`src/verilog/dmac_pkg.sv`:
```
package dmac_pkg;

   // ---------------------------------------------------------------
   // widths
   // ---------------------------------------------------------------
   localparam int ADDR_W = 12;
   localparam int DATA_W = 8;
   localparam int NIB_W  = 4;

   // ---------------------------------------------------------------
   // register offsets
   // ---------------------------------------------------------------
   localparam logic [11:0] OFF_CTL   = 12'hFB0;
   localparam logic [11:0] OFF_HI    = 12'hFB2;
   localparam logic [11:0] OFF_START = 12'hFB3;
   localparam logic [11:0] OFF_END   = 12'hFB4;
   localparam logic [11:0] OFF_STAT  = 12'hFB5;
   localparam logic [11:0] OFF_MASK  = 12'hFB6;

   // ---------------------------------------------------------------
   // control and status field positions and masks
   // ---------------------------------------------------------------
   localparam int          CTL_EN_BIT   = 7;
   localparam int          CTL_LOOP_BIT = 6;
   localparam int          CTL_IRQ_BIT  = 4;
   localparam int          CTL_WORD_SELECT_BIT = 3;
   localparam logic [7:0]  CTL_WMASK    = 8'hD8;
   localparam int          STAT_END_BIT = 0;
   localparam logic [7:0]  STAT_WMASK   = 8'h01;

   // ---------------------------------------------------------------
   // reset values and steps
   // ---------------------------------------------------------------
   localparam logic [7:0]  RST_BYTE  = 8'h00;
   localparam logic [11:0] RST_ADDR  = 12'h000;
   localparam logic [11:0] STEP_BYTE = 12'h001;
   localparam logic [11:0] STEP_WORD = 12'h002;

   typedef enum logic {
      ST_IDLE,
      ST_BUSY
   } dmac_state_t;

endpackage
```
`src/verilog/dmac_addr_ctr.sv`:
```
`timescale 1ns/1ns
module dmac_addr_ctr
   import dmac_pkg::*;
#(
   parameter int AW = ADDR_W
)
(
   input  wire logic          sys_clk_i,
   input  wire logic          nrst_i,
   input  wire logic          ce_i,
   input  wire logic          load_i,
   input  wire logic [AW-1:0] load_val_i,
   input  wire logic          adv_i,
   input  wire logic          word_i,
   input  wire logic [AW-1:0] end_i,
   output logic      [AW-1:0] cur_o,
   output logic               last_o
);

   logic [AW-1:0] cur_r;
   logic [AW-1:0] gap;

   // a word covering the end location also closes the pass
   assign gap    = end_i - cur_r;
   assign last_o = word_i ? (gap <= AW'(STEP_BYTE)) : (gap == '0);   // see RULE10
   assign cur_o  = cur_r;

   always_ff @(posedge sys_clk_i or negedge nrst_i)
   begin
      if (!nrst_i)
         cur_r <= AW'(RST_ADDR);
      else if (ce_i)
      begin
         if (load_i)
            cur_r <= load_val_i;
         else if (adv_i)
            cur_r <= cur_r + (word_i ? AW'(STEP_WORD) : AW'(STEP_BYTE));   // see RULE3
      end
   end

endmodule // dmac_addr_ctr

```
`src/verilog/dmac_chan.sv`:
```
// Operation
// RULE1: current address is high-nibble register bits 3:0 above the start low byte.
// RULE2: writing the start low byte sets the low byte of the start address.
// RULE3: after each transfer the 12-bit current address steps by 1 or 2.
// RULE4: reading the start low byte returns the current address low byte.
// RULE5: end address is high-nibble bits 7:4 above the end low byte.
// RULE6: after the end transfer reload start; stop unless looping is enabled.
// RULE7: word select clear moves a byte, set moves a two-byte word.
// RULE8: with interrupt enable set, the end transfer raises an interrupt.
// RULE9: disabled channel ignores triggers; enabled, each trigger starts one transfer. Here a trigger that arrives while a transfer is busy is dropped.
// RULE10: compare current and end before each transfer to find the last one.
//
// Added by the designer: the plain strobed port.
`timescale 1ns/1ns
module dmac_chan
   import dmac_pkg::*;
(
   input  wire logic              sys_clk_i,
   input  wire logic              nrst_i,
   input  wire logic              ce_i,
   input  wire logic [ADDR_W-1:0] addr_i,
   input  wire logic [DATA_W-1:0] wr_data_i,
   input  wire logic              wr_i,
   input  wire logic              rd_i,
   output logic      [DATA_W-1:0] rd_data_o,
   input  wire logic              trig_i,
   input  wire logic              xfer_done_i,
   output logic                   xfer_req_o,
   output logic      [ADDR_W-1:0] xfer_addr_o,
   output logic                   xfer_word_o,
   output logic                   xfer_last_o,
   output logic                   chan_en_o,
   output logic                   irq_o
);

   // ---------------------------------------------------------------
   // register decode
   // ---------------------------------------------------------------
   function automatic logic hit(input logic [ADDR_W-1:0] a, input logic [ADDR_W-1:0] off);
      hit = (a == off);
   endfunction

   logic wr_ctl, wr_hi, wr_start, wr_end, wr_stat, wr_mask;

   assign wr_ctl   = wr_i && hit(addr_i, OFF_CTL);
   assign wr_hi    = wr_i && hit(addr_i, OFF_HI);
   assign wr_start = wr_i && hit(addr_i, OFF_START);
   assign wr_end   = wr_i && hit(addr_i, OFF_END);
   assign wr_stat  = wr_i && hit(addr_i, OFF_STAT);
   assign wr_mask  = wr_i && hit(addr_i, OFF_MASK);

   // ---------------------------------------------------------------
   // state
   // ---------------------------------------------------------------
   logic [DATA_W-1:0] ctl_r;
   logic [DATA_W-1:0] addr_high_nibble_reg_r;
   logic [DATA_W-1:0] dma_current_addr_low_r;
   logic [DATA_W-1:0] dma_end_addr_low_r;
   logic [DATA_W-1:0] stat_r;
   logic [DATA_W-1:0] mask_r;
   dmac_state_t       state_r;

   logic              channel_enable, loop_enable, end_irq_enable, word_select;
   logic [ADDR_W-1:0] start_addr, end_addr, cur_addr;
   logic [ADDR_W-1:0] load_val;
   logic              load, is_last, done, fire, pass_end, word_now;
   logic [NIB_W-1:0]  start_hi_nxt;
   logic [DATA_W-1:0] start_lo_nxt;

   assign channel_enable = ctl_r[CTL_EN_BIT];
   assign loop_enable    = ctl_r[CTL_LOOP_BIT];
   assign end_irq_enable = ctl_r[CTL_IRQ_BIT];
   assign word_select    = ctl_r[CTL_WORD_SELECT_BIT];

   assign start_addr = {addr_high_nibble_reg_r[NIB_W-1:0], dma_current_addr_low_r};   // see RULE1
   assign end_addr   = {addr_high_nibble_reg_r[DATA_W-1:NIB_W], dma_end_addr_low_r}; // see RULE5

   assign fire     = ce_i && trig_i && channel_enable && (state_r == ST_IDLE);   // see RULE9
   assign done     = ce_i && xfer_done_i && (state_r == ST_BUSY);
   assign pass_end = done && xfer_last_o;
   // idle: size of the next transfer for the end test; busy: size of the one in flight
   assign word_now = (state_r == ST_BUSY) ? xfer_word_o : word_select;          // see RULE7

   // a register write beats a reload landing in the same cycle
   assign start_hi_nxt = wr_hi ? wr_data_i[NIB_W-1:0] : addr_high_nibble_reg_r[NIB_W-1:0];
   assign start_lo_nxt = wr_start ? wr_data_i : dma_current_addr_low_r;
   assign load         = wr_hi || wr_start || pass_end;
   assign load_val     = (wr_hi || wr_start) ? {start_hi_nxt, start_lo_nxt}     // see RULE2
                                             : start_addr;                      // see RULE6

   dmac_addr_ctr #(
      .AW         (ADDR_W)
   ) u_addr_ctr (
      .sys_clk_i  (sys_clk_i),
      .nrst_i     (nrst_i),
      .ce_i       (ce_i),
      .load_i     (load),
      .load_val_i (load_val),
      .adv_i      (done),
      .word_i     (word_now),
      .end_i      (end_addr),
      .cur_o      (cur_addr),
      .last_o     (is_last)
   );

   // ---------------------------------------------------------------
   // address registers
   // ---------------------------------------------------------------
   always_ff @(posedge sys_clk_i or negedge nrst_i)
   begin
      if (!nrst_i)
      begin
         addr_high_nibble_reg_r <= RST_BYTE;
         dma_current_addr_low_r <= RST_BYTE;
         dma_end_addr_low_r     <= RST_BYTE;
      end
      else if (ce_i)
      begin
         if (wr_hi)
            addr_high_nibble_reg_r <= wr_data_i;
         if (wr_start)
            dma_current_addr_low_r <= wr_data_i;
         if (wr_end)
            dma_end_addr_low_r <= wr_data_i;
      end
   end

   // ---------------------------------------------------------------
   // control register
   // ---------------------------------------------------------------
   always_ff @(posedge sys_clk_i or negedge nrst_i)
   begin
      if (!nrst_i)
         ctl_r <= RST_BYTE;
      else if (ce_i)
      begin
         if (wr_ctl)
            ctl_r <= wr_data_i & CTL_WMASK;
         else if (pass_end && !loop_enable)
            ctl_r[CTL_EN_BIT] <= 1'b0;                                   // see RULE6
      end
   end

   // ---------------------------------------------------------------
   // transfer sequencing
   // ---------------------------------------------------------------
   // triggers during a busy transfer are dropped, not queued
   always_ff @(posedge sys_clk_i or negedge nrst_i)
   begin
      if (!nrst_i)
      begin
         state_r     <= ST_IDLE;
         xfer_req_o  <= 1'b0;
         xfer_addr_o <= RST_ADDR;
         xfer_word_o <= 1'b0;
         xfer_last_o <= 1'b0;
      end
      else if (ce_i)
      begin
         unique case (state_r)
            ST_IDLE:
            begin
               if (fire)
               begin
                  state_r     <= ST_BUSY;
                  xfer_req_o  <= 1'b1;                                   // see RULE9
                  xfer_addr_o <= cur_addr;
                  xfer_word_o <= word_select;                            // see RULE7
                  xfer_last_o <= is_last;                                // see RULE10
               end
            end
            ST_BUSY:
            begin
               if (xfer_done_i)
               begin
                  state_r    <= ST_IDLE;
                  xfer_req_o <= 1'b0;
               end
            end
         endcase
      end
   end

   always_ff @(posedge sys_clk_i or negedge nrst_i)
   begin
      if (!nrst_i)
         chan_en_o <= 1'b0;
      else if (ce_i)
         chan_en_o <= wr_ctl ? wr_data_i[CTL_EN_BIT]
                             : channel_enable && !(pass_end && !loop_enable);
   end

   // ---------------------------------------------------------------
   // interrupt status and mask
   // ---------------------------------------------------------------
   logic [DATA_W-1:0] stat_set, stat_nxt;

   assign stat_set = {{(DATA_W-1){1'b0}}, pass_end && end_irq_enable};    // see RULE8
   // a new event wins over a write-one-to-clear in the same cycle
   assign stat_nxt = (stat_r & ~(wr_stat ? (wr_data_i & STAT_WMASK) : RST_BYTE)) | stat_set;

   always_ff @(posedge sys_clk_i or negedge nrst_i)
   begin
      if (!nrst_i)
      begin
         stat_r <= RST_BYTE;
         mask_r <= RST_BYTE;
         irq_o  <= 1'b0;
      end
      else if (ce_i)
      begin
         stat_r <= stat_nxt;
         if (wr_mask)
            mask_r <= wr_data_i & STAT_WMASK;
         irq_o <= |(stat_nxt & (wr_mask ? (wr_data_i & STAT_WMASK) : mask_r));
      end
   end

   // ---------------------------------------------------------------
   // read port
   // ---------------------------------------------------------------
   // unmapped addresses read zero; data stand for one cycle only
   always_ff @(posedge sys_clk_i or negedge nrst_i)
   begin
      if (!nrst_i)
         rd_data_o <= RST_BYTE;
      else if (ce_i)
      begin
         rd_data_o <= RST_BYTE;
         if (rd_i)
         begin
            if (hit(addr_i, OFF_CTL))
               rd_data_o <= ctl_r;
            else if (hit(addr_i, OFF_HI))
               rd_data_o <= {addr_high_nibble_reg_r[DATA_W-1:NIB_W],
                             cur_addr[ADDR_W-1:DATA_W]};
            else if (hit(addr_i, OFF_START))
               rd_data_o <= cur_addr[DATA_W-1:0];                        // see RULE4
            else if (hit(addr_i, OFF_END))
               rd_data_o <= dma_end_addr_low_r;
            else if (hit(addr_i, OFF_STAT))
               rd_data_o <= stat_r;
            else if (hit(addr_i, OFF_MASK))
               rd_data_o <= mask_r;
         end
      end
   end
endmodule // dmac_chan

```
`config.mk`:
```
export PLATFORM = sky130hd
export DESIGN_NAME = dmac_chan
export DESIGN_NICKNAME = d
export VERILOG_FILES = /design/src/verilog/dmac_pkg.sv /design/src/verilog/dmac_addr_ctr.sv /design/src/verilog/dmac_chan.sv
export SDC_FILE = /design/constraint.sdc
export NUM_CORES = 1
export LEC_CHECK = 0
export ABC_AREA = 1
export BUFFER_PORTS_ARGS = -buffer_cell sky130_fd_sc_hd__buf_2
export CORE_MARGIN = 8
export CORE_UTILIZATION = 30
export DETAILED_ROUTE_END_ITERATION = 10
export GPL_TIMING_DRIVEN = 0
export PLACE_DENSITY = 0.47
export SETUP_SLACK_MARGIN = 0.2
export SLEW_MARGIN = 25
export SYNTH_ARGS = -nofsm -noshare
export SYNTH_HDL_FRONTEND = slang
export SYNTH_SLANG_ARGS = --single-unit
export TNS_END_PERCENT = 30
```
`constraint.sdc`:
```
create_clock -name sys_clk_i -period 2.1 [get_ports sys_clk_i]
set_input_delay 0.105 -clock sys_clk_i [delete_from_list [all_inputs] [get_ports sys_clk_i]]
set_output_delay 0.105 -clock sys_clk_i [all_outputs]
set_load 0.005 [all_outputs]
```
==> results.json <==
{
  "ys_top_cells_by_area": "sky130_fd_sc_hd__dfrtp_1 (39%), sky130_fd_sc_hd__nand2_1 (19%), sky130_fd_sc_hd__inv_1 (6.5%)",
  "hold_ws_ps": 9.64,
  "syn_inst": 604,
  "pwr-share-clk_pct": 31.5,
  "ir_drop_mv": 0.633,
  "p_sw_share_pct": 36.7,
  "hpwl_um": 10600,
  "yosys_register_bits": 68,
  "die-height_um": 137,
  "synth_ff_type": "sky130_fd_sc_hd__dfrtp_1",
  "pin_count_of_the_biggest_net_entering_global_routing": 50,
  "number_of_buffers_created_by_cts": 9,
  "power.share.sequential_pct": 31.7,
  "boundary_pin_count": 52,
  "number_of_h_tree_branching_levels": 3,
  "tightest_slew_ps": 659,
  "finalCoreUtilization_pct": 37.9,
  "ys_warn_count": 0,
  "violations": "setup timing",
  "clk_pin_slew_worst_paths_ps": 60,
  "via_count": 4104,
  "insertedDiodeCount": 0,
  "p_int_w": 0.00336,
  "clock_skew_ps": 9.33,
  "core.rowCount": 44,
  "detailed_router_iteration_count_before_antenna_repair": 5,
  "detail_route.drc_violations": 0,
  "ys_types": 40,
  "post-place-cells": 839,
  "synth.net_count": 646,
  "edff_count_synth": 0,
  "critPathMaxFanout": 4,
  "routed_wirelength_um": 13900,
  "final_hold_fails": 0,
  "finish.cell_count_without_fillers": 869,
  "async_flop_share_pct": 100,
  "layout-drive-gt1-share_pct": 22.2,
  "worst-endpoint-required_ps": 2370,
  "combinationalPowerShare_pct": 36.8,
  "numPortBuffers": 50,
  "max_slew_margin_pct": 56.1,
  "synth_top_area_share_pct": 39.0,
  "synth.avg_cell_area_um2": 7.22,
  "clock_sinks": 68,
  "cp-start-kind": "register",
  "area_delta_synth_final_pct": 24.9,
  "unrepaired_setup_endpoints_after_global_routing": "yes",
  "grt_first_pass_wirelength_um": 22000,
  "yosys.area.top_type": "sky130_fd_sc_hd__dfrtp_1",
  "drtAntennaViolNets": 0,
  "clock_latency_ps": 340,
  "critPathArrivalTime_ps": 2440,
  "synth_most_common_cell": "sky130_fd_sc_hd__nand2_1",
  "p_leak_nw": 2.82,
  "yosysSeqAreaShare_pct": 39.0,
  "crit_type": "register to register",
  "netlist_area_um2": 4360,
  "fin_nets": 722,
  "start_util_pct": 30.3,
  "gp_routability_congestion": 0.847,
  "result_of_the_run": "finished, violations left",
  "critical_path.endpoint_type": "register",
  "min_path_type": "primary input to register",
  "vias_per_cell": 4.72,
  "fp.dieArea_um2": 18600,
  "power_switching_w": 0.00195,
  "cts_root_buffer": "sky130_fd_sc_hd__clkbuf_16",
  "die-width_um": 137,
  "top_cells_by_instance_count_after_synthesis": "sky130_fd_sc_hd__nand2_1 (226), sky130_fd_sc_hd__inv_1 (75), sky130_fd_sc_hd__dfrtp_1 (68)",
  "antenna_violations_before_repair": 0,
  "period_minus_slack_ps": 2170,
  "setup_ws_ps": -70.2,
  "timing.fmax_ghz": 0.461,
  "cts-root-to-sink-buffers": 2,
  "report.final.setup_viol": 3,
  "first_global_vias": 4047,
  "layout_worst_path_cycle_share_pct": 103,
  "dpl_worst_slack_ps": -231,
  "grt-ovfl-total": 0,
  "drt-initial-drc-count": 264,
  "tritoncts": "yes",
  "coreArea_um2": 14400,
  "drv.max_cap_violation_count": 0,
  "groute.usage.overall_pct": 15.3,
  "finalMaxSlewViolations": 0,
  "route.detailed.wl_per_inst_um": 15.9,
  "powerDensity_nw_per_um2": 975
}
critical path, stage by stage, from the launching register on:
cell                      delay (ps)
sky130_fd_sc_hd__dfrtp_2         440
sky130_fd_sc_hd__nand2_2          90
sky130_fd_sc_hd__o21ai_4          60
sky130_fd_sc_hd__inv_2            70
sky130_fd_sc_hd__ha_4            130
sky130_fd_sc_hd__inv_2            40
sky130_fd_sc_hd__fa_2            330
sky130_fd_sc_hd__nor2_1           90
sky130_fd_sc_hd__nand2_1         110
sky130_fd_sc_hd__nor2_4          160
sky130_fd_sc_hd__nand2_2          80
sky130_fd_sc_hd__nor2_2           90
sky130_fd_sc_hd__xor2_1          150
sky130_fd_sc_hd__nand2_1          80
sky130_fd_sc_hd__nand2_1          70
sky130_fd_sc_hd__nand2_1          40
sky130_fd_sc_hd__nand2_1          50
final timing paths:
kind,startpoint,to,slack (ps),cells past startpoint
setup / recovery,state_r,u_addr_ctr.cur_o[10],-70,16
hold / removal,wr_data_i[6],ctl_r[6],10,3
setup reg to reg,state_r,u_addr_ctr.cur_o[10],-70,16
hold reg to reg,xfer_req_o,xfer_req_o,470,2
max in group asynchronous,nrst_i,rd_data_o[5],1340,3
min in group asynchronous,nrst_i,xfer_addr_o[11],200,2
logic make-up after synthesis:
kind of cell	count (synthesis)	synth area share, %
simple gates	323	32.6
buf+inv	91	8.61
flops	68	39.0
xor+xnor	11	2.21
compound gates	96	12.9
fa+ha+maj	15	4.65
what timing repair did:
item	in CTS	in global routing
setup endpoints to repair	8	15
gates resized for setup	8	27
pin swaps	15	13
hold buffers	1	0
setup buffers	6	7
endpoints found under the hold margin	22	0
layout by cell type (no fill, tap or decap), types with 6 or more instances in the layout:
| master | Yosys | final |
|---|---|---|
| sky130_fd_sc_hd__nand3_1 | 27 | 26 |
| sky130_fd_sc_hd__nand4_1 | 6 | 6 |
| sky130_fd_sc_hd__xor2_1 | 9 | 8 |
| sky130_fd_sc_hd__o21ai_2 | 9 | 11 |
| sky130_fd_sc_hd__buf_4 | 0 | 13 |
| sky130_fd_sc_hd__clkbuf_16 | 0 | 9 |
| sky130_fd_sc_hd__nor2_2 | 6 | 9 |
| sky130_fd_sc_hd__inv_2 | 3 | 10 |
| sky130_fd_sc_hd__o21ai_0 | 50 | 46 |
| sky130_fd_sc_hd__inv_1 | 75 | 67 |
| sky130_fd_sc_hd__nand2_1 | 226 | 223 |
| sky130_fd_sc_hd__o211ai_1 | 7 | 7 |
| sky130_fd_sc_hd__o21ai_1 | 5 | 6 |
| sky130_fd_sc_hd__a21oi_1 | 15 | 15 |
| sky130_fd_sc_hd__buf_2 | 1 | 50 |
| sky130_fd_sc_hd__nor2_1 | 36 | 32 |
| sky130_fd_sc_hd__dfrtp_1 | 68 | 63 |
| sky130_fd_sc_hd__ha_1 | 13 | 6 |
registers in the layout, indices dropped and copies added, names as in the netlist, 4 cells and up:
name                    flops
dma_current_addr_low_r      8
addr_high_nibble_reg_r      8
dma_end_addr_low_r          8
xfer_addr_o                12
u_addr_ctr.cur_o           12
rd_data_o                   8
ctl_r                       4
power groups by stage:
stage / registers [W] / logic [W] / clock network, W
after floorplan: 0.00165 / 0.00113 / 0
after global placement: 0.00168 / 0.00166 / 0
after detailed placement: 0.00169 / 0.00168 / 0
after CTS: 0.00167 / 0.00174 / 0.00170
after global routing: 0.00171 / 0.00220 / 0.00175
final: 0.00168 / 0.00195 / 0.00167
layer usage:
metal	track usage (%)	part of all wire, %
met5	0	0
met4	4.58	1.3
met3	2.13	2.5
met2	25.7	50
met1	20.0	46
through the flow:
stage	cell area (µm²)	total power, W	TNS, ps
floorplan	4380	0.00278	0
global placement	4860	0.00335	-488
detailed placement	4890	0.00337	-614
CTS	5290	0.00511	-169
global route	5440	0.00567	-786
finish	5440	0.00531	-145
cell type report:
class                           count  area [µm²]
Tap cell                          184         230
Sequential cell                    68        1710
Clock inverter                      6        87.6
Timing Repair Buffer               65         400
Multi-Input combinational cell    445        2400
Clock buffer                       10         239
Inverter                           80         307
Fill cell                        1568        8930
Buffer                             11        72.6
Power figures use the tool's default switching activity.
